[config.mk]
export PLATFORM = sky130hd
export DESIGN_NAME = lpmsc_top
export DESIGN_NICKNAME = d
export VERILOG_FILES = /design/src/inc/lpmsc_pkg.sv /design/src/lpmsc_video_out.sv /design/src/lpmsc_top.sv
export SDC_FILE = /design/constraint.sdc
export NUM_CORES = 1
export LEC_CHECK = 0
export BUFFER_PORTS_ARGS = -buffer_cell sky130_fd_sc_hd__buf_2
export CAP_MARGIN = 20
export CORE_MARGIN = 10
export CORE_UTILIZATION = 45
export DETAILED_ROUTE_END_ITERATION = 16
export PLACE_DENSITY = 0.83
export SYNTH_ARGS = -nofsm -noshare
export SYNTH_HDL_FRONTEND = slang
export SYNTH_SLANG_ARGS = --single-unit
[constraint.sdc]
create_clock -name MCLK_I -period 2.39 [get_ports MCLK_I]
set_input_delay 0.239 -clock MCLK_I [delete_from_list [all_inputs] [get_ports MCLK_I]]
set_output_delay 0.239 -clock MCLK_I [all_outputs]
set_load 0.02 [all_outputs]
[src/inc/lpmsc_pkg.sv]
// Package for the panel mode and size control block: register map, fields, reset values.
// Assumes a 32-bit APB register bus with one register per aligned word.
`default_nettype none
package lpmsc_pkg;
  // ==========================================================================
  // Register offsets (printed offsets are not word multiples, so index * 4).
  localparam logic [17:0] LPMSC_IDX_MODE1    = 18'h1ffe2;
  localparam logic [17:0] LPMSC_IDX_MODE2    = 18'h1ffe3;
  localparam logic [17:0] LPMSC_IDX_HSIZE    = 18'h1ffe4;
  localparam logic [17:0] LPMSC_IDX_VSIZE_LO = 18'h1ffe5;
  localparam logic [17:0] LPMSC_IDX_VSIZE_HI = 18'h1ffe6;
  localparam logic [17:0] LPMSC_IDX_LPSTART  = 18'h1ffe7;
  localparam logic [17:0] LPMSC_IDX_GPCFG    = 18'h1fff8;
  localparam logic [17:0] LPMSC_IDX_GPCTL    = 18'h1fff9;
  localparam logic [17:0] LPMSC_IDX_STATUS   = 18'h1fffa;
  localparam int          LPMSC_AW           = 20;
  // ==========================================================================
  // Field positions.
  localparam int LPMSC_M1_SWINV_BIT = 0;
  localparam int LPMSC_M1_HWINV_BIT = 1;
  localparam int LPMSC_M1_TFT_BIT   = 7;
  localparam int LPMSC_M2_OVR_BIT   = 3;
  localparam int LPMSC_M2_HWPS_BIT  = 2;
  localparam int LPMSC_GP0_BIT      = 0;
  localparam int LPMSC_GP4_BIT      = 4;
  // ==========================================================================
  // Writable masks; unused bits are held at zero.
  localparam logic [7:0] LPMSC_M1_MASK    = 8'h83;
  localparam logic [7:0] LPMSC_M2_MASK    = 8'h0f;
  localparam logic [7:0] LPMSC_HSIZE_MASK = 8'h7f;
  localparam logic [7:0] LPMSC_VHI_MASK   = 8'h03;
  localparam logic [7:0] LPMSC_LPS_MASK   = 8'h1f;
  localparam logic [7:0] LPMSC_GP_MASK    = 8'h11;
  // ==========================================================================
  // Reset values and encodings.
  localparam logic [7:0] LPMSC_RST_MODE1  = 8'h00;
  localparam logic [7:0] LPMSC_RST_MODE2  = 8'h00;
  localparam logic [7:0] LPMSC_RST_HSIZE  = 8'h03;
  localparam logic [7:0] LPMSC_RST_VSIZE  = 8'h00;
  localparam logic [7:0] LPMSC_RST_LPS    = 8'h00;
  localparam logic [1:0] LPMSC_PS_SLEEP   = 2'h0;
  localparam logic [1:0] LPMSC_PS_NORMAL  = 2'h3;
  localparam int         LPMSC_LP_BIAS    = 2;
  localparam int         LPMSC_LP_UNIT    = 8;
endpackage : lpmsc_pkg
`default_nettype wire

[src/lpmsc_video_out.sv]
// Pixel output stage: inversion after the look-up table and power-save forcing.
// Assumes pixel data arrive already translated by the colour look-up table.
`default_nettype none
module lpmsc_video_out #(
  parameter int DW = 12
) (
  // Clock and reset.
  input  wire logic          clk_i,
  input  wire logic          rst_n_i,
  // Pixel in and controls.
  input  wire logic [DW-1:0] lut_data_i,
  input  wire logic          invert_i,
  input  wire logic          force_low_i,
  // Pixel out.
  output logic      [DW-1:0] pix_o
);
  typedef struct packed {
    logic [DW-1:0] pix;
  } lpmsc_vo_st_t;
  lpmsc_vo_st_t s_q;
  lpmsc_vo_st_t s_d;

  // ==========================================================================
  // Inversion is applied to the table output so colour indices stay intact.
  always_comb begin
    s_d = s_q;
    s_d.pix = invert_i ? ~lut_data_i : lut_data_i;
    if (force_low_i) begin
      s_d.pix = '0;
    end
  end

  // Registered so the panel sees clean data edges.
  always_ff @(posedge clk_i) begin
    if (!rst_n_i) begin
      s_q <= '0;
    end else begin
      s_q <= s_d;
    end
  end

  assign pix_o = s_q.pix;
endmodule : lpmsc_video_out
`default_nettype wire

[src/lpmsc_top.sv]
// Panel mode and size control: mode registers, panel sizes, line-pulse position,
// video invert selection, power override and the general pin zero / four logic.
// Assumes an APB master on MCLK_I and a sequencer that supplies power-up timing.
// Function
// - Invert video after the look-up table.
// - Software invert bit selects inverse video.
// - Hardware invert uses pin bit 11 level on passive panels only.
// - Pin bit 11 is pin four or invert.
// - Override clear: power follows sequencing logic.
// - Override set: power off, signals low immediately in power save.
// - Hardware power save uses pin zero input.
// - Pin zero input or driven control value.
// - Power save field: 00 sleep, 11 normal.
// - Vertical size split over low/high registers.
// - Largest vertical value 3ff, 1024 lines.
// - Line-pulse start field five bits wide.
// - TFT line pulse at (field+2)*8 pixels.
`default_nettype none
module lpmsc_top
  import lpmsc_pkg::*;
#(
  parameter int DW = 12
) (
  // Clock and reset.
  input  wire logic                MCLK_I,
  input  wire logic                RSTN_I,
  // APB slave.
  input  wire logic                PSEL_I,
  input  wire logic                PENABLE_I,
  input  wire logic                PWRITE_I,
  input  wire logic [LPMSC_AW-1:0] PADDR_I,
  input  wire logic [31:0]         PWDATA_I,
  output logic      [31:0]         PRDATA_O,
  output logic                     PREADY_O,
  output logic                     PSLVERR_O,
  // Pixel path.
  input  wire logic [DW-1:0]       LUT_DATA_I,
  input  wire logic                LINE_END_I,
  input  wire logic                SEQ_POWER_I,
  output logic      [DW-1:0]       PANEL_DATA_BUS_O,
  output logic                     PANEL_POWER_OUT_O,
  output logic                     LINE_PULSE_O,
  // Panel data bit 11 pin in its pin-four and hardware invert roles.
  input  wire logic                PANEL_DATA_BIT11_PIN_I,
  output logic                     PANEL_DATA_BIT11_PIN_O,
  output logic                     PANEL_DATA_BIT11_PIN_OE_O,
  // General pin zero.
  input  wire logic                GENERAL_PIN_ZERO_I,
  output logic                     GENERAL_PIN_ZERO_O,
  output logic                     GENERAL_PIN_ZERO_OE_O,
  // Status.
  output logic                     POWER_SAVE_O
);
  // ==========================================================================
  // State.
  typedef enum logic [1:0] {
    LPMSC_LP_IDLE  = 2'b01,
    LPMSC_LP_COUNT = 2'b10
  } lpmsc_lp_t;

  typedef struct packed {
    logic [7:0]  mode1;
    logic [7:0]  mode2;
    logic [7:0]  hsize;
    logic [7:0]  vlo;
    logic [7:0]  vhi;
    logic [7:0]  lps;
    logic [7:0]  gpcfg;
    logic [7:0]  gpctl;
    logic [31:0] rdata;
    lpmsc_lp_t   lp_st;
    logic [8:0]  lp_cnt;
    logic        lp_pulse;
    logic        pwr;
  } lpmsc_st_t;

  lpmsc_st_t s_q;
  lpmsc_st_t s_d;

  logic [17:0] idx;
  logic        mapped;
  logic        wr_en;
  logic        rd_en;
  logic        tft;
  logic        hw_inv_en;
  logic        hw_ps_en;
  logic        ps_active;
  logic        invert;
  logic        force_low;
  logic [9:0]  vsize;
  logic [7:0]  status;
  logic [7:0]  rd_byte;
  logic [8:0]  lp_target;

  // ==========================================================================
  // Address decode: each register is one aligned word at four times its index.
  assign idx    = PADDR_I[19:2];
  assign wr_en  = PSEL_I && PENABLE_I && PWRITE_I;
  assign rd_en  = PSEL_I && !PENABLE_I && !PWRITE_I;
  assign mapped = (idx == LPMSC_IDX_MODE1) || (idx == LPMSC_IDX_MODE2)
               || (idx == LPMSC_IDX_HSIZE) || (idx == LPMSC_IDX_VSIZE_LO)
               || (idx == LPMSC_IDX_VSIZE_HI) || (idx == LPMSC_IDX_LPSTART)
               || (idx == LPMSC_IDX_GPCFG) || (idx == LPMSC_IDX_GPCTL)
               || (idx == LPMSC_IDX_STATUS);

  // ==========================================================================
  // Mode decode.
  assign tft       = s_q.mode1[LPMSC_M1_TFT_BIT];
  assign hw_inv_en = s_q.mode1[LPMSC_M1_HWINV_BIT];
  assign hw_ps_en  = s_q.mode2[LPMSC_M2_HWPS_BIT];
  assign vsize     = {s_q.vhi[1:0], s_q.vlo};

  // pin zero as hardware request
  // Reserved field codes are treated as normal operation: the safe display-on choice.
  assign ps_active = (s_q.mode2[1:0] == LPMSC_PS_SLEEP)
                  || (hw_ps_en && GENERAL_PIN_ZERO_I);

  // hardware invert from pin
  // The pin only means invert on passive panels; TFT panels use bit 11 as data.
  assign invert = (hw_inv_en && !tft) ? PANEL_DATA_BIT11_PIN_I
                                       : s_q.mode1[LPMSC_M1_SWINV_BIT];

  // otherwise sequencer owns it
  // Without override the sequencer drops power itself once power save is seen.
  assign force_low = ps_active && s_q.mode2[LPMSC_M2_OVR_BIT];

  // pulse offset in clock units
  // Nine bits: the largest offset, (31 + 2) * 8, does not fit in a byte.
  assign lp_target = 9'((32'(s_q.lps[4:0]) + LPMSC_LP_BIAS) * LPMSC_LP_UNIT - 1);

  // Status: power save state in bit one; the other bits read zero.
  assign status = {6'h00, ps_active, 1'b0};

  // ==========================================================================
  // Read data mux; unused bits are masked in storage so they read zero.
  always_comb begin
    rd_byte = 8'h00;
    unique case (idx)
      LPMSC_IDX_MODE1:    rd_byte = s_q.mode1;
      LPMSC_IDX_MODE2:    rd_byte = s_q.mode2;
      LPMSC_IDX_HSIZE:    rd_byte = s_q.hsize;
      LPMSC_IDX_VSIZE_LO: rd_byte = s_q.vlo;
      LPMSC_IDX_VSIZE_HI: rd_byte = s_q.vhi;
      LPMSC_IDX_LPSTART:  rd_byte = s_q.lps;
      LPMSC_IDX_GPCFG:    rd_byte = s_q.gpcfg;
      LPMSC_IDX_GPCTL: begin
        rd_byte = s_q.gpctl;
        if (!s_q.gpcfg[LPMSC_GP0_BIT]) begin
          rd_byte[LPMSC_GP0_BIT] = GENERAL_PIN_ZERO_I;
        end
        if (!s_q.gpcfg[LPMSC_GP4_BIT]) begin
          rd_byte[LPMSC_GP4_BIT] = PANEL_DATA_BIT11_PIN_I;
        end
      end
      LPMSC_IDX_STATUS:   rd_byte = status;
      default:            rd_byte = 8'h00;
    endcase
  end

  // ==========================================================================
  // Next-state logic: register writes, line-pulse timer, power output.
  always_comb begin
    s_d = s_q;
    if (rd_en) begin
      s_d.rdata = {24'h000000, rd_byte};
    end
    if (wr_en) begin
      unique case (idx)
        LPMSC_IDX_MODE1:    s_d.mode1 = PWDATA_I[7:0] & LPMSC_M1_MASK;
        LPMSC_IDX_MODE2:    s_d.mode2 = PWDATA_I[7:0] & LPMSC_M2_MASK;
        LPMSC_IDX_HSIZE:    s_d.hsize = PWDATA_I[7:0] & LPMSC_HSIZE_MASK;
        LPMSC_IDX_VSIZE_LO: s_d.vlo   = PWDATA_I[7:0];
        LPMSC_IDX_VSIZE_HI: s_d.vhi   = PWDATA_I[7:0] & LPMSC_VHI_MASK;
        LPMSC_IDX_LPSTART:  s_d.lps   = PWDATA_I[7:0] & LPMSC_LPS_MASK;
        LPMSC_IDX_GPCFG:    s_d.gpcfg = PWDATA_I[7:0] & LPMSC_GP_MASK;
        LPMSC_IDX_GPCTL:    s_d.gpctl = PWDATA_I[7:0] & LPMSC_GP_MASK;
        default:            s_d.mode1 = s_q.mode1;
      endcase
    end

    s_d.lp_pulse = 1'b0;
    unique case (s_q.lp_st)
      LPMSC_LP_IDLE: begin
        if (LINE_END_I && tft && !force_low) begin
          s_d.lp_st  = LPMSC_LP_COUNT;
          s_d.lp_cnt = 9'h000;
        end
      end
      LPMSC_LP_COUNT: begin
        if (!tft || force_low) begin
          s_d.lp_st = LPMSC_LP_IDLE;
        end else if (s_q.lp_cnt == lp_target) begin
          s_d.lp_pulse = 1'b1;
          s_d.lp_st    = LPMSC_LP_IDLE;
        end else begin
          s_d.lp_cnt = s_q.lp_cnt + 9'h001;
        end
      end
      default: begin
        s_d.lp_st = LPMSC_LP_IDLE;
      end
    endcase

    s_d.pwr = SEQ_POWER_I && !force_low;
  end

  // Single state register.
  always_ff @(posedge MCLK_I) begin
    if (!RSTN_I) begin
      s_q          <= '0;
      s_q.mode1    <= LPMSC_RST_MODE1;
      s_q.mode2    <= LPMSC_RST_MODE2;
      s_q.hsize    <= LPMSC_RST_HSIZE;
      s_q.vlo      <= LPMSC_RST_VSIZE;
      s_q.vhi      <= LPMSC_RST_VSIZE;
      s_q.lps      <= LPMSC_RST_LPS;
      s_q.lp_st    <= LPMSC_LP_IDLE;
    end else begin
      s_q <= s_d;
    end
  end

  // ==========================================================================
  // Pixel output stage.
  lpmsc_video_out #(
    .DW          (DW)
  ) u_video (
    .clk_i       (MCLK_I),
    .rst_n_i     (RSTN_I),
    .lut_data_i  (LUT_DATA_I),
    .invert_i    (invert),
    .force_low_i (force_low),
    .pix_o       (PANEL_DATA_BUS_O)
  );

  // ==========================================================================
  // Pins. During reset every driver is off, so both pins float as inputs.
  // config ignored under hardware save
  assign GENERAL_PIN_ZERO_OE_O     = RSTN_I && !hw_ps_en && s_q.gpcfg[LPMSC_GP0_BIT];
  assign GENERAL_PIN_ZERO_O        = s_q.gpctl[LPMSC_GP0_BIT];
  // pin four only on passive without invert
  assign PANEL_DATA_BIT11_PIN_OE_O = RSTN_I && !tft && !hw_inv_en
                                  && s_q.gpcfg[LPMSC_GP4_BIT] && !force_low;
  assign PANEL_DATA_BIT11_PIN_O    = s_q.gpctl[LPMSC_GP4_BIT];

  assign PANEL_POWER_OUT_O = s_q.pwr;
  assign LINE_PULSE_O      = s_q.lp_pulse;
  assign POWER_SAVE_O      = ps_active;
  assign PRDATA_O          = s_q.rdata;
  // Zero-wait access; a miss is flagged but never stalls the bus.
  assign PREADY_O          = 1'b1;
  assign PSLVERR_O         = PSEL_I && PENABLE_I && !mapped;

  // vsize and hsize are kept for the timing generator outside this block.
  logic unused_ok;
  assign unused_ok = ^{vsize, s_q.hsize};
endmodule : lpmsc_top
`default_nettype wire

* Word level (Yosys, flattened, before mapping)
Index checks and enable logic that the tools add are counted.
Word-level totals: register bits 66, word-level logic and storage cells 97, bits of input ports 73
Operators by class: reduce and logical (&&, ||, !) cells 48, mux-type cells 13, bitwise gates (word level) 3, $add $sub $neg 3, eq/ne operators 16
Operator list (number):
- == test 18 x 17 -> 1 bit (second input constant) | 9
- one-hot mux 8 bit (9 select lines) | 1
- one-hot mux 9 bit (2 select lines) | 1
- AND reduction 2 bit | 9
- logical AND 1 bit | 17
- 2-to-1 mux 12 bit | 1
- NOT 12 bit | 1
- 2-to-1 mux 11 bit | 1
- logical OR 1 bit | 10
- 2-to-1 mux 10 bit | 1
- adder 9 x 1 -> 9 bit (second input constant) | 1
- == test 9 bit | 1
- 2-to-1 mux 9 bit | 1
- subtractor 9 x 1 -> 9 bit (second input constant) | 1
- logical NOT 1 bit | 7
- adder 5 x 2 -> 6 bit (second input constant) | 1
- != test 2 bit (second input constant) | 3
- 2-to-1 mux 1 bit | 4
- 2-to-1 mux 2 bit | 2
- one-hot mux 2 bit (2 select lines) | 1
- AND reduction 4 bit | 1
- != test 3 bit (second input constant) | 1
- OR reduction 3 bit | 1
- == test 2 x 1 -> 1 bit (second input constant) | 1
- other kinds (5) | 6

* Logic depth before layout (Yosys ltp)
Gate-level depths: netlist of run 1.
depth after elaboration 11, depth in mapped cells 8, depth with buffers taken out 8

* By module
A second synthesis of run 1 with hierarchy kept.
Unflattened totals: cells, all modules 404, area, all modules 3508.4 sq um
Modules (own cells, without submodules):
- lpmsc_top | instances 1, area each 3095.5 sq um, cells an instance 365
- lpmsc_video_out | instances 1, area each 412.9 sq um, cells an instance 39

* Worst setup path before layout of run 1
OpenSTA, ideal clock, no wires.
kind reg-to-reg, start register s_q[62] (netlist name), end register s_q[12] (netlist name), stages on the path, launching flop included 8, period minus slack after synthesis 2160 ps, arrival 2046 ps, path slack 230 ps, cells stage by stage dfxtp_1 -> ha_1 -> xnor2_1 -> o2111ai_1 -> a2111oi_4 -> o21a_1 -> a21oi_1 -> o21a_1
Between the ends: word-level cells in the longest chain between the ends 5
RTL lines:
- from (decl) | line lpmsc_top.sv:77 | lpmsc_st_t s_q;
- adder 5 x 2 -> 6 bit | line lpmsc_top.sv:129 | assign lp_target = 9'((32'(s_q.lps[4:0]) + LPMSC_LP_BIAS) * LPMSC_LP_UNIT - 1);
- subtractor 9 x 1 -> 9 bit | line lpmsc_top.sv:129
- == test 9 bit | line lpmsc_top.sv:192 | end else if (s_q.lp_cnt == lp_target) begin
- != test 3 bit (no source line)
- AND reduction 2 bit (no source line)
No other way between the ends. A chain may end at the register's enable or synchronous reset.

* Worst setup path after layout of run 1
start register s_q[63] (netlist name), end register s_q[7] (netlist name)
Between the ends: word-level cells in the longest chain between the ends 5
RTL lines (line):
- adder 5 x 2 -> 6 bit | lpmsc_top.sv:129
- subtractor 9 x 1 -> 9 bit | lpmsc_top.sv:129
- == test 9 bit | lpmsc_top.sv:192
- != test 2 bit (no source line)
- AND reduction 4 bit (no source line)
No other way between the ends.

==> flow_metrics.py, run 1 <==
metrics = {
    "cells_and_area": {
        "post-route-util": 0.542,
        "antenna_cells": 0,
        "final_cell_mix": "74 x sky130_fd_sc_hd__buf_2, 63 x sky130_fd_sc_hd__dfxtp_1, 54 x sky130_fd_sc_hd__nand2_1, 50 x sky130_fd_sc_hd__nand3_1, 32 x sky130_fd_sc_hd__a21oi_1",
        "final_layout_size_suffix_gt1_frac": 0.237,
        "layout.cells.non_filler": 608,
        "layout.cells.most_common": "sky130_fd_sc_hd__buf_2",
        "design.final.nets": 578,
        "area.growth.synth_to_final_pct": 17.3,
    },
    "synthesis": {
        "yosysWarnings": 0,
        "post_synth_num_cell_types": 55,
        "synth.area.top_cells": "sky130_fd_sc_hd__dfxtp_1 37%, sky130_fd_sc_hd__nand3_1 7.1%, sky130_fd_sc_hd__buf_4 7.0%",
        "synth_fa_ha_area_frac": 0.0141,
        "synth_xor_area_frac": 0.0554,
        "synth.yosys.seq_area_share": 0.372,
        "number_of_synthesized_flops_with_an_enable_pin": 0,
        "synth_mux_area_frac": 0.0229,
        "synth.avg_cell_area_um2": 8.12,
        "synthSimpleGateAreaFrac": 0.272,
        "synth_top_family_by_area": "simple AND/OR/NAND/NOR gates",
        "fraction_of_post_synthesis_cell_area_in_the_top_cell_type_by_area": 0.372,
        "synth_compound_area_frac": 0.159,
        "post-synth-top-area-cell": "sky130_fd_sc_hd__dfxtp_1",
        "count_of_mapped_cells_out_of_synthesis": 437,
        "synth-seq-cells": 66,
        "cell_area_after_synthesis_mm2": 0.00355,
        "dominantRegCellSynth": "sky130_fd_sc_hd__dfxtp_1",
        "postSynth.asyncResetShare": 0,
    },
    "detailed_routing": {
        "route.detailed.vias_per_inst": 5.58,
        "routed_length_per_placed_instance_um": 15.8,
        "dr_total_vias": 3392,
        "firstDrtPassIters": 6,
        "first_iter_violations": 279,
        "wirelength_mm": 9.62,
        "drtAntennaViolNets": 0,
        "drcViolationCount": 0,
    },
    "global_routing": {
        "grt_max_degree": 38,
        "grt_pass1_wl_mm": 15.6,
        "initial_antenna_violation_count": 0,
        "number_of_global_route_vias_before_repair": 3363,
        "globalRoute.totalOverflow": 0,
        "grt_util_all_layers": 0.161,
    },
    "pwr": {
        "pwr_cell_area_mw_per_mm2": 590,
        "vdd_ir_drop_max_mv": 0.280,
        "seq_power_share": 0.454,
        "share_comb_of_total_power": 0.079,
        "clock_power_share": 0.467,
        "power.leakage_nw": 1.64,
        "p_int_mw": 1.87,
        "power.switching_mw": 0.589,
        "power_switching_share": 0.240,
    },
    "timing": {
        "timing.slew.headroom": 0.555,
        "timing_max_transition_violations_final": 0,
        "fmax_ghz": 0.450,
        "finalHoldWorstSlack_ns": 0.112,
        "timing.final.ws_setup_ns": 0.167,
        "finalSetupViolations": 0,
        "finalHoldViolCount": 0,
        "fin_crit_ns": 2.22,
        "tightest_pin_transition_ns": 0.667,
        "timing.clock.skew_ns": 0.00820,
        "final.period_utilization": 0.930,
    },
    "cts": {
        "clock_sink_count": 66,
        "clockBufferDepth": 2,
        "clk_transition_reported_paths_ns": 0.07,
        "clk-insertion-delay-late_ns": 0.35,
        "cts_hold_buf": 0,
        "htree_levels": 3,
        "cts_tree": "done",
        "numCtsBuffers": 9,
        "cts_root_buffer": "sky130_fd_sc_hd__clkbuf_8",
    },
    "flow_run": {
        "cap_viol_max_count": 0,
    },
    "worst_setup_path": {
        "crit_path_cell_chain": "ha_1, nor2b_2, xnor3_1, a2111oi_4, o21a_2, nand2_2, o311ai_1",
        "worst_path_largest_cell_delay_ns": 0.40,
        "critical_path.startpoint_type": "register",
        "critPathLaunch": "s_q[63]$_SDFFE_PN0P_",
        "setup.worst_path.end_class": "register",
        "required_ns": 2.64,
        "timing.critical_path.fanout_max": 7,
        "critical_path_arrival_ns": 2.48,
        "crit_slowest_cell": "sky130_fd_sc_hd__dfxtp_2",
        "critPathKind": "reg2reg",
        "reg2reg_from": "s_q[63]$_SDFFE_PN0P_",
    },
    "floorplan": {
        "io_pins": 126,
        "starting_density_of_the_core": 0.462,
        "floorplan.die_area_mm2": 0.0118,
        "y_dimension_of_the_die_um": 109,
        "floorplan.die.width_um": 109,
        "row_count": 32,
        "fp.coreArea_mm2": 0.00769,
    },
    "placed_design": {
        "place_congestion": 0.917,
        "placedCellCount": 591,
        "number_of_port_buffers": 74,
        "place_hpwl_mm": 7.19,
        "dp_worst_setup_slack_ns": 0.0594,
    },
    "outcome": {
        "outcome": "finished clean",
    },
    "min_path": {
        "launch_point_of_the_worst_hold_path": "SEQ_POWER_I",
        "hold_class": "in2reg",
    },
}
==> flip-flops by register name, summed over array words and instances (netlist names) <==
register / cells
LINE_PULSE_O: 1
PRDATA_O: 8
PANEL_DATA_BIT11_PIN_O: 1
hw_inv_en: 1
GENERAL_PIN_ZERO_O: 1
s_q: 40
hw_ps_en: 1
PANEL_POWER_OUT_O: 1
u_video.pix_o: 12
==> cell usage after synthesis (2+ instances only) <==
cell type	n
sky130_fd_sc_hd__a21boi_0	3
sky130_fd_sc_hd__a21oi_1	33
sky130_fd_sc_hd__a221oi_1	4
sky130_fd_sc_hd__a222oi_1	4
sky130_fd_sc_hd__a22oi_1	4
sky130_fd_sc_hd__a31oi_1	4
sky130_fd_sc_hd__and3_1	12
sky130_fd_sc_hd__and4_1	3
sky130_fd_sc_hd__buf_2	6
sky130_fd_sc_hd__buf_4	33
sky130_fd_sc_hd__clkbuf_1	18
sky130_fd_sc_hd__conb_1	2
sky130_fd_sc_hd__dfxtp_1	66
sky130_fd_sc_hd__ha_1	4
sky130_fd_sc_hd__inv_1	2
sky130_fd_sc_hd__mux2i_1	7
sky130_fd_sc_hd__nand2_1	54
sky130_fd_sc_hd__nand3_1	50
sky130_fd_sc_hd__nand4_1	6
sky130_fd_sc_hd__nand4b_1	3
sky130_fd_sc_hd__nor2_1	29
sky130_fd_sc_hd__nor2b_1	9
sky130_fd_sc_hd__nor3_1	6
sky130_fd_sc_hd__nor4_1	4
sky130_fd_sc_hd__nor4b_1	5
sky130_fd_sc_hd__o211ai_1	3
sky130_fd_sc_hd__o21a_1	2
sky130_fd_sc_hd__o21ai_0	14
sky130_fd_sc_hd__o311ai_1	4
sky130_fd_sc_hd__o32ai_1	2
sky130_fd_sc_hd__xnor2_1	3
sky130_fd_sc_hd__xor2_1	15
==> worst max-delay path: cells and delay by family, from the launching register on <==
family,cells,cell delay (ns)
AO/OA/AOI/OAI,3,0.88
flip-flops,1,0.40
XOR/XNOR,1,0.36
AND/OR/NAND/NOR,2,0.31
adder cells (fa/ha/maj),1,0.16
==> metrics by stage <==
| stage | setup TNS [ns] | instance area, um^2 | power [mW] |
|---|---|---|---|
| detailed placement | 0 | 3880 | 1.33 |
| global route | -0.0277 | 4160 | 2.53 |
| finish | 0 | 4160 | 2.45 |
| global placement | 0 | 3880 | 1.33 |
| floorplan | 0 | 3630 | 1.29 |
| CTS | 0 | 4120 | 2.46 |
==> area by class of cell <==
class | count | area [um^2]
Multi-Input combinational cell | 333 | 1980
Clock buffer | 10 | 128
Clock inverter | 6 | 114
Fill cell | 722 | 3520
Sequential cell | 66 | 1330
Timing Repair Buffer | 88 | 475
Tap cell | 102 | 128
Inverter | 3 | 11.3
==> power groups by stage <==
stage          Sequential, mW  Clock (mW)  Combinational (mW)
4_1_cts                  1.12        1.16               0.191
5_1_grt                  1.12        1.21               0.209
6_report                 1.11        1.15               0.193
2_1_floorplan            1.16           0               0.129
3_5_place_dp             1.14           0               0.190
3_3_place_gp             1.14           0               0.186
==> timing repair <==
action                     4_1_cts  5_1_grt
setup buffers                    0        1
gates resized for setup          0       12
setup endpoints to repair        0       11
==> final timing paths <==
check | to | slack, ns | cells after the start
setup reg to reg | s_q[7]$_SDFFE_PN0P_ | 0.17 | 7
hold / removal | PANEL_POWER_OUT_O$_SDFF_PN0_ | 0.11 | 2
hold reg to reg | s_q[88]$_SDFFE_PN0P_ | 0.46 | 2
setup / recovery | s_q[7]$_SDFFE_PN0P_ | 0.17 | 7
==> logic make-up (layout without fill, tap and decap cells) <==
logic type               after synthesis  in the layout
adder cells (fa/ha/maj)                4              4
XOR/XNOR                              20             20
AO/OA/AOI/OAI                         85             85
AND/OR/NAND/NOR                      191            191
multiplexers                           8              8
flip-flops                            66             66
other                                  2             25
buffers and inverters                 61            107
==> metal layers <==
metal | track usage | up-vias | wire (um)
met1 | 0.179 | 1556 | 3730
met3 | 0.0442 | 30 | 726
li1 | - | 1632 | -
met2 | 0.278 | 174 | 4890
met5 | 0 | - | 0
met4 | 0.0791 | 0 | 274
(Power assumes the default switching activity.)
==> run 2: changes to the inputs <==
--- a/config.mk
+++ b/config.mk
@@ -10,7 +10,7 @@
 export CORE_MARGIN = 10
 export CORE_UTILIZATION = 45
 export DETAILED_ROUTE_END_ITERATION = 16
-export PLACE_DENSITY = 0.83
+export PLACE_DENSITY = 0.73
 export SYNTH_ARGS = -nofsm -noshare
 export SYNTH_HDL_FRONTEND = slang
 export SYNTH_SLANG_ARGS = --single-unit
==> run 2 against run 1 <==
Effect of this change: sequential share of layout area rose by 0.54 points; critical path type unchanged; worst hold slack improved by 0.013 ns; largest power group is now sequential cells; global-route usage fell by 0.30 points; cell area fell by 2.0%; clock power fell by 28%; clock skew rose by 0.0022 ns; non-clock buffer count rose by 2; highest routed layer unchanged; cell count rose by 0.33%; routed wire length fell by 0.47%; register-to-register slack improved by 0.02 ns; flip-flop and latch count did not move.
==> flow_metrics.py, run 2 (synthesized netlist as in run 1, its figures left out) <==
metrics = {
    "cells_and_area": {
        "design.final.nets": 580,
        "finalInstanceArea_mm2": 0.00408,
        "final_cell_mix": "74 x sky130_fd_sc_hd__buf_2, 64 x sky130_fd_sc_hd__dfxtp_1, 54 x sky130_fd_sc_hd__nand2_1, 50 x sky130_fd_sc_hd__nand3_1, 32 x sky130_fd_sc_hd__a21oi_1",
        "layout.cells.non_filler": 610,
        "largest_register_ff_count": 40,
        "layout.cells.most_common": "sky130_fd_sc_hd__buf_2",
        "final_layout_size_suffix_gt1_frac": 0.230,
        "area.growth.synth_to_final_pct": 15.0,
        "antenna_cells": 0,
        "largest_register": "s_q",
    },
    "detailed_routing": {
        "drcViolationCount": 0,
        "routed_length_per_placed_instance_um": 15.7,
        "route.detailed.vias_per_inst": 5.46,
        "drtAntennaViolNets": 0,
        "first_iter_violations": 316,
        "firstDrtPassIters": 5,
        "dr_total_vias": 3333,
        "wirelength_mm": 9.58,
    },
    "floorplan": {
        "row_count": 32,
        "floorplan.die_area_mm2": 0.0118,
        "starting_density_of_the_core": 0.462,
        "io_pins": 126,
        "fp.coreArea_mm2": 0.00769,
        "y_dimension_of_the_die_um": 109,
        "floorplan.die.width_um": 109,
    },
    "placed_design": {
        "placedCellCount": 594,
        "number_of_port_buffers": 74,
        "place_congestion": 0.896,
        "place_hpwl_mm": 7.34,
        "dpl_cell_area_mm2": 0.00390,
    },
    "worst_setup_path": {
        "setup.worst_path.end_class": "register",
        "critical_path_arrival_ns": 2.45,
        "timing.critical_path.depth": 7,
        "crit_slowest_cell": "sky130_fd_sc_hd__dfxtp_2",
        "worst_path_largest_cell_delay_ns": 0.37,
        "critPathKind": "reg2reg",
        "r2r_end": "s_q[10]$_SDFFE_PN0P_",
        "crit_end": "s_q[10]$_SDFFE_PN0P_",
        "timing.critical_path.buf_inv": 0,
        "required_ns": 2.64,
        "reg2reg_from": "s_q[63]$_SDFFE_PN0P_",
        "critPathLaunch": "s_q[63]$_SDFFE_PN0P_",
        "timing.critical_path.fanout_max": 7,
        "reg2reg_setup_slack_ns": 0.19,
        "critical_path.startpoint_type": "register",
        "timing.critical_path.max_delay_family": "compound AO/OA/AOI/OAI gates",
        "worst_r2r_path_depth": 7,
        "crit_path_cell_chain": "ha_1, xnor2_2, xnor3_1, a2111oi_4, o21a_1, nand2_2, o311ai_1",
    },
    "cts": {
        "cts_root_buffer": "sky130_fd_sc_hd__clkbuf_8",
        "clock_sink_count": 66,
        "numCtsBuffers": 9,
        "clk-insertion-delay-late_ns": 0.34,
        "clockBufferDepth": 2,
        "cts_tree": "done",
        "cts_hold_buf": 0,
        "htree_levels": 3,
        "clk_transition_reported_paths_ns": 0.07,
    },
    "timing": {
        "timing_max_transition_violations_final": 0,
        "fin_crit_ns": 2.20,
        "finalSetupViolations": 0,
        "timing.slew.headroom": 0.566,
        "final.period_utilization": 0.921,
        "finalHoldViolCount": 0,
        "tightest_pin_transition_ns": 0.650,
        "setup_repair_after_global_routing_missed_its_margin": "no",
        "timing.clock.skew_ns": 0.0104,
        "finalSetupTns_ns": 0,
        "fmax_ghz": 0.455,
    },
    "global_routing": {
        "grt_util_all_layers": 0.158,
        "number_of_global_route_vias_before_repair": 3235,
        "grt_pass1_wl_mm": 15.4,
        "initial_antenna_violation_count": 0,
        "grt_max_degree": 38,
        "globalRoute.totalOverflow": 0,
    },
    "flow_run": {
        "cap_viol_max_count": 0,
    },
    "pwr": {
        "power.leakage_nw": 1.63,
        "post-layout-total-power_mw": 2.13,
        "pwr_cell_area_mw_per_mm2": 522,
        "vdd_ir_drop_max_mv": 0.243,
    },
    "min_path": {
        "hold_class": "in2reg",
    },
    "outcome": {
        "outcome": "finished clean",
    },
}
## run 2: cell types whose count changed in the layout (fill, tap and decap cells not counted), sizes merged
cell,change
inv,-1
buf,+2
clkbuf,+1
clkinv,+3
bufinv,-3
## run 2: area by class of cell
class | instances | area (um^2)
Timing Repair Buffer | 90 | 490
Clock buffer | 11 | 141
Clock inverter | 5 | 30.0
Inverter | 3 | 11.3
Sequential cell | 66 | 1320
Fill cell | 750 | 3610
Multi-Input combinational cell | 333 | 1960
Tap cell | 102 | 128
## run 2: routing by layer
layer	wire, um	track usage	vias to the layer above
li1	-	-	1643
met1	3900	0.192	1528
met2	4710	0.264	145
met3	812	0.0496	17
met4	154	0.0433	0
met5	0	0	-
## run 2: per-stage QoR
stage / setup WS, ns / hold slack [ns] / utilization
6_report: 0.190 / 0.125 / 0.531
2_1_floorplan: 0.230 / 0.383 / -
3_5_place_dp: 0.0652 / 0.448 / 0.508
5_1_grt: 0.0134 / 0.119 / 0.531
3_3_place_gp: 0.124 / 0.436 / 0.508
4_1_cts: 0.0504 / 0.116 / 0.530
## run 2: where the power goes
part           switching [mW]  leakage, nW  internal, mW
Combinational           0.135         1.01        0.0575
Sequential            0.00345        0.537          1.11
Clock                   0.424       0.0851         0.399
## run 2: worst min-delay path by stage
| stage | from | endpoint | slack [ns] | depth (start not counted) |
|---|---|---|---|---|
| 2_1_floorplan | PWDATA_I[4] | PANEL_DATA_BIT11_PIN_O$_SDFFE_PN0P_ | 0.38 | 2 |
| 3_3_place_gp | s_q[80]$_SDFFE_PN0P_ | s_q[80]$_SDFFE_PN0P_ | 0.44 | 2 |
| 3_5_place_dp | s_q[82]$_SDFFE_PN0P_ | s_q[82]$_SDFFE_PN0P_ | 0.45 | 2 |
| 4_1_cts | SEQ_POWER_I | PANEL_POWER_OUT_O$_SDFF_PN0_ | 0.12 | 2 |
| 5_1_grt | SEQ_POWER_I | PANEL_POWER_OUT_O$_SDFF_PN0_ | 0.12 | 2 |
| 6_report | SEQ_POWER_I | PANEL_POWER_OUT_O$_SDFF_PN0_ | 0.12 | 2 |
## run 2: repair_timing
item                                    CTS  global route
endpoints found under the setup margin    0            10
buffers inserted                          0             0
resized for setup                         0             4
==> run 3: changes to the inputs <==
--- a/config.mk
+++ b/config.mk
@@ -10,7 +10,9 @@
 export CORE_MARGIN = 10
 export CORE_UTILIZATION = 45
 export DETAILED_ROUTE_END_ITERATION = 16
+export MAX_ROUTING_LAYER = met4
 export PLACE_DENSITY = 0.73
+export SETUP_SLACK_MARGIN = 0.15
 export SYNTH_ARGS = -nofsm -noshare
 export SYNTH_HDL_FRONTEND = slang
 export SYNTH_SLANG_ARGS = --single-unit
==> run 3 against run 2 <==
Effect of this change: via count grew 0.69%; cell area grew 0.83%; clock-buffer cell count is the same; register-to-register slack gained 0.05 ns; critical endpoint is now s_q[6]$_SDFFE_PN0P_; largest power group unchanged.
==> flow_metrics.py, run 3 (synthesized netlist as in run 1, its figures left out) <==
metrics = {
    "cells_and_area": {
        "largest_register_ff_count": 40,
        "design.final.nets": 581,
        "final_layout_size_suffix_gt1_frac": 0.240,
        "area.growth.synth_to_final_pct": 16.0,
        "largest_register": "s_q",
        "final_cell_mix": "74 x sky130_fd_sc_hd__buf_2, 64 x sky130_fd_sc_hd__dfxtp_1, 54 x sky130_fd_sc_hd__nand2_1, 50 x sky130_fd_sc_hd__nand3_1, 32 x sky130_fd_sc_hd__a21oi_1",
        "layout.cells.most_common": "sky130_fd_sc_hd__buf_2",
        "antenna_cells": 0,
    },
    "detailed_routing": {
        "drtAntennaViolNets": 0,
        "firstDrtPassIters": 5,
        "dr_total_vias": 3356,
        "drcViolationCount": 0,
        "first_iter_violations": 292,
        "routed_length_per_placed_instance_um": 15.7,
        "route.detailed.vias_per_inst": 5.49,
        "wirelength_mm": 9.59,
    },
    "min_path": {
        "hold-path-endpoint": "PANEL_POWER_OUT_O$_SDFF_PN0_",
        "hold_class": "in2reg",
        "launch_point_of_the_worst_hold_path": "SEQ_POWER_I",
        "min_delay_path_depth": 2,
    },
    "worst_setup_path": {
        "timing.critical_path.fanout_max": 7,
        "setup.worst_path.end_class": "register",
        "critical_path_arrival_ns": 2.41,
        "required_ns": 2.65,
        "r2r_end": "s_q[6]$_SDFFE_PN0P_",
        "worst_r2r_path_depth": 7,
        "crit_slowest_cell": "sky130_fd_sc_hd__a2111oi_4",
        "critical_path.startpoint_type": "register",
        "reg2reg_setup_slack_ns": 0.24,
        "crit_path_cell_chain": "ha_1, nor2b_4, xnor3_1, a2111oi_4, o21a_1, nand2_2, o311ai_2",
        "timing.critical_path.max_delay_family": "compound AO/OA/AOI/OAI gates",
        "critPathKind": "reg2reg",
        "timing.critical_path.buf_inv": 0,
        "worst_path_largest_cell_delay_ns": 0.38,
        "reg2reg_from": "s_q[63]$_SDFFE_PN0P_",
    },
    "timing": {
        "timing.clock.skew_ns": 0.0129,
        "fmax_ghz": 0.464,
        "timing_max_transition_violations_final": 0,
        "finalSetupViolations": 0,
        "setup_repair_after_global_routing_missed_its_margin": "yes",
        "finalHoldViolCount": 0,
        "fin_crit_ns": 2.15,
        "tightest_pin_transition_ns": 0.661,
        "finalHoldWorstSlack_ns": 0.122,
        "finalSetupTns_ns": 0,
        "final.period_utilization": 0.901,
        "timing.slew.headroom": 0.559,
    },
    "cts": {
        "cts_hold_buf": 0,
        "numCtsBuffers": 9,
        "htree_levels": 3,
        "cts_tree": "done",
        "clockBufferDepth": 2,
        "clock_sink_count": 66,
        "clk_transition_reported_paths_ns": 0.07,
        "clk-insertion-delay-late_ns": 0.35,
        "cts_root_buffer": "sky130_fd_sc_hd__clkbuf_8",
    },
    "placed_design": {
        "place_congestion": 0.911,
        "number_of_port_buffers": 74,
        "place_hpwl_mm": 7.34,
    },
    "global_routing": {
        "grt_pass1_wl_mm": 15.5,
        "number_of_global_route_vias_before_repair": 3244,
        "globalRoute.totalOverflow": 0,
        "initial_antenna_violation_count": 0,
        "grt_util_all_layers": 0.163,
        "grt_max_degree": 38,
    },
    "floorplan": {
        "fp.coreArea_mm2": 0.00769,
        "floorplan.die_area_mm2": 0.0118,
        "row_count": 32,
        "floorplan.die.width_um": 109,
        "io_pins": 126,
        "y_dimension_of_the_die_um": 109,
        "starting_density_of_the_core": 0.462,
    },
    "pwr": {
        "vdd_ir_drop_max_mv": 0.243,
        "power.leakage_nw": 1.63,
        "pwr_cell_area_mw_per_mm2": 519,
    },
    "outcome": {
        "outcome": "finished clean",
    },
    "flow_run": {
        "cap_viol_max_count": 0,
    },
}
[run 3: worst max-delay path by stage]
stage	end	startpoint	cells past startpoint	slack (ns)
2_1_floorplan	s_q[12]$_SDFFE_PN0P_	s_q[62]$_SDFFE_PN0P_	7	0.23
3_3_place_gp	s_q[9]$_SDFFE_PN0P_	s_q[63]$_SDFFE_PN0P_	8	0.12
3_5_place_dp	s_q[3]$_SDFFE_PN0P_	s_q[63]$_SDFFE_PN0P_	8	0.07
4_1_cts	s_q[10]$_SDFFE_PN0P_	s_q[62]$_SDFFE_PN0P_	7	0.17
5_1_grt	s_q[3]$_SDFFE_PN0P_	s_q[63]$_SDFFE_PN0P_	6	0.1
6_report	s_q[6]$_SDFFE_PN0P_	s_q[63]$_SDFFE_PN0P_	7	0.24
[run 3: final cells by class]
cell class / count / area (um^2)
Timing Repair Buffer: 91 / 498
Clock buffer: 11 / 141
Tap cell: 102 / 128
Clock inverter: 5 / 30.0
Multi-Input combinational cell: 333 / 1980
Fill cell: 742 / 3570
Sequential cell: 66 / 1330
Inverter: 3 / 11.3
[run 3: repair_timing]
| item | in CTS | in global routing |
|---|---|---|
| hold endpoints to repair | 0 | 0 |
| buffers inserted | 0 | 1 |
| setup endpoints to repair | 10 | 11 |
| pin swaps | 0 | 6 |
| gates resized for setup | 3 | 8 |
[run 3: worst register-to-register path: stages (launching register included)]
cell	delay, ns
sky130_fd_sc_hd__dfxtp_4	0.37
sky130_fd_sc_hd__ha_1	0.18
sky130_fd_sc_hd__nor2b_4	0.13
sky130_fd_sc_hd__xnor3_1	0.36
sky130_fd_sc_hd__a2111oi_4	0.38
sky130_fd_sc_hd__o21a_1	0.25
sky130_fd_sc_hd__nand2_2	0.12
sky130_fd_sc_hd__o311ai_2	0.27
[run 3: layer usage]
metal | track usage | share of wire | vias up | routed length (um)
li1 | - | - | 1647 | -
met1 | 0.196 | 0.41 | 1544 | 3960
met2 | 0.265 | 0.50 | 152 | 4750
met3 | 0.0437 | 0.079 | 13 | 759
met4 | 0.0433 | 0.013 | 0 | 123
met5 | - | 0 | - | 0
[run 3: power breakdown]
part | switching [mW] | leakage, nW | internal [mW] | total (mW)
Clock | 0.428 | 0.0851 | 0.399 | 0.827
Sequential | 0.00346 | 0.537 | 1.11 | 1.11
Combinational | 0.135 | 1.00 | 0.0575 | 0.193
[run 3: stage by stage]
step	power [mW]	instance area (um^2)	setup slack (ns)	instances	util
5_1_grt	2.22	4120	0.0961	611	0.535
2_1_floorplan	1.29	3630	0.230	460	-
4_1_cts	2.15	4080	0.174	610	0.531
3_3_place_gp	1.33	3900	0.124	594	0.508
6_report	2.13	4120	0.236	611	0.535
3_5_place_dp	1.33	3900	0.0652	594	0.508
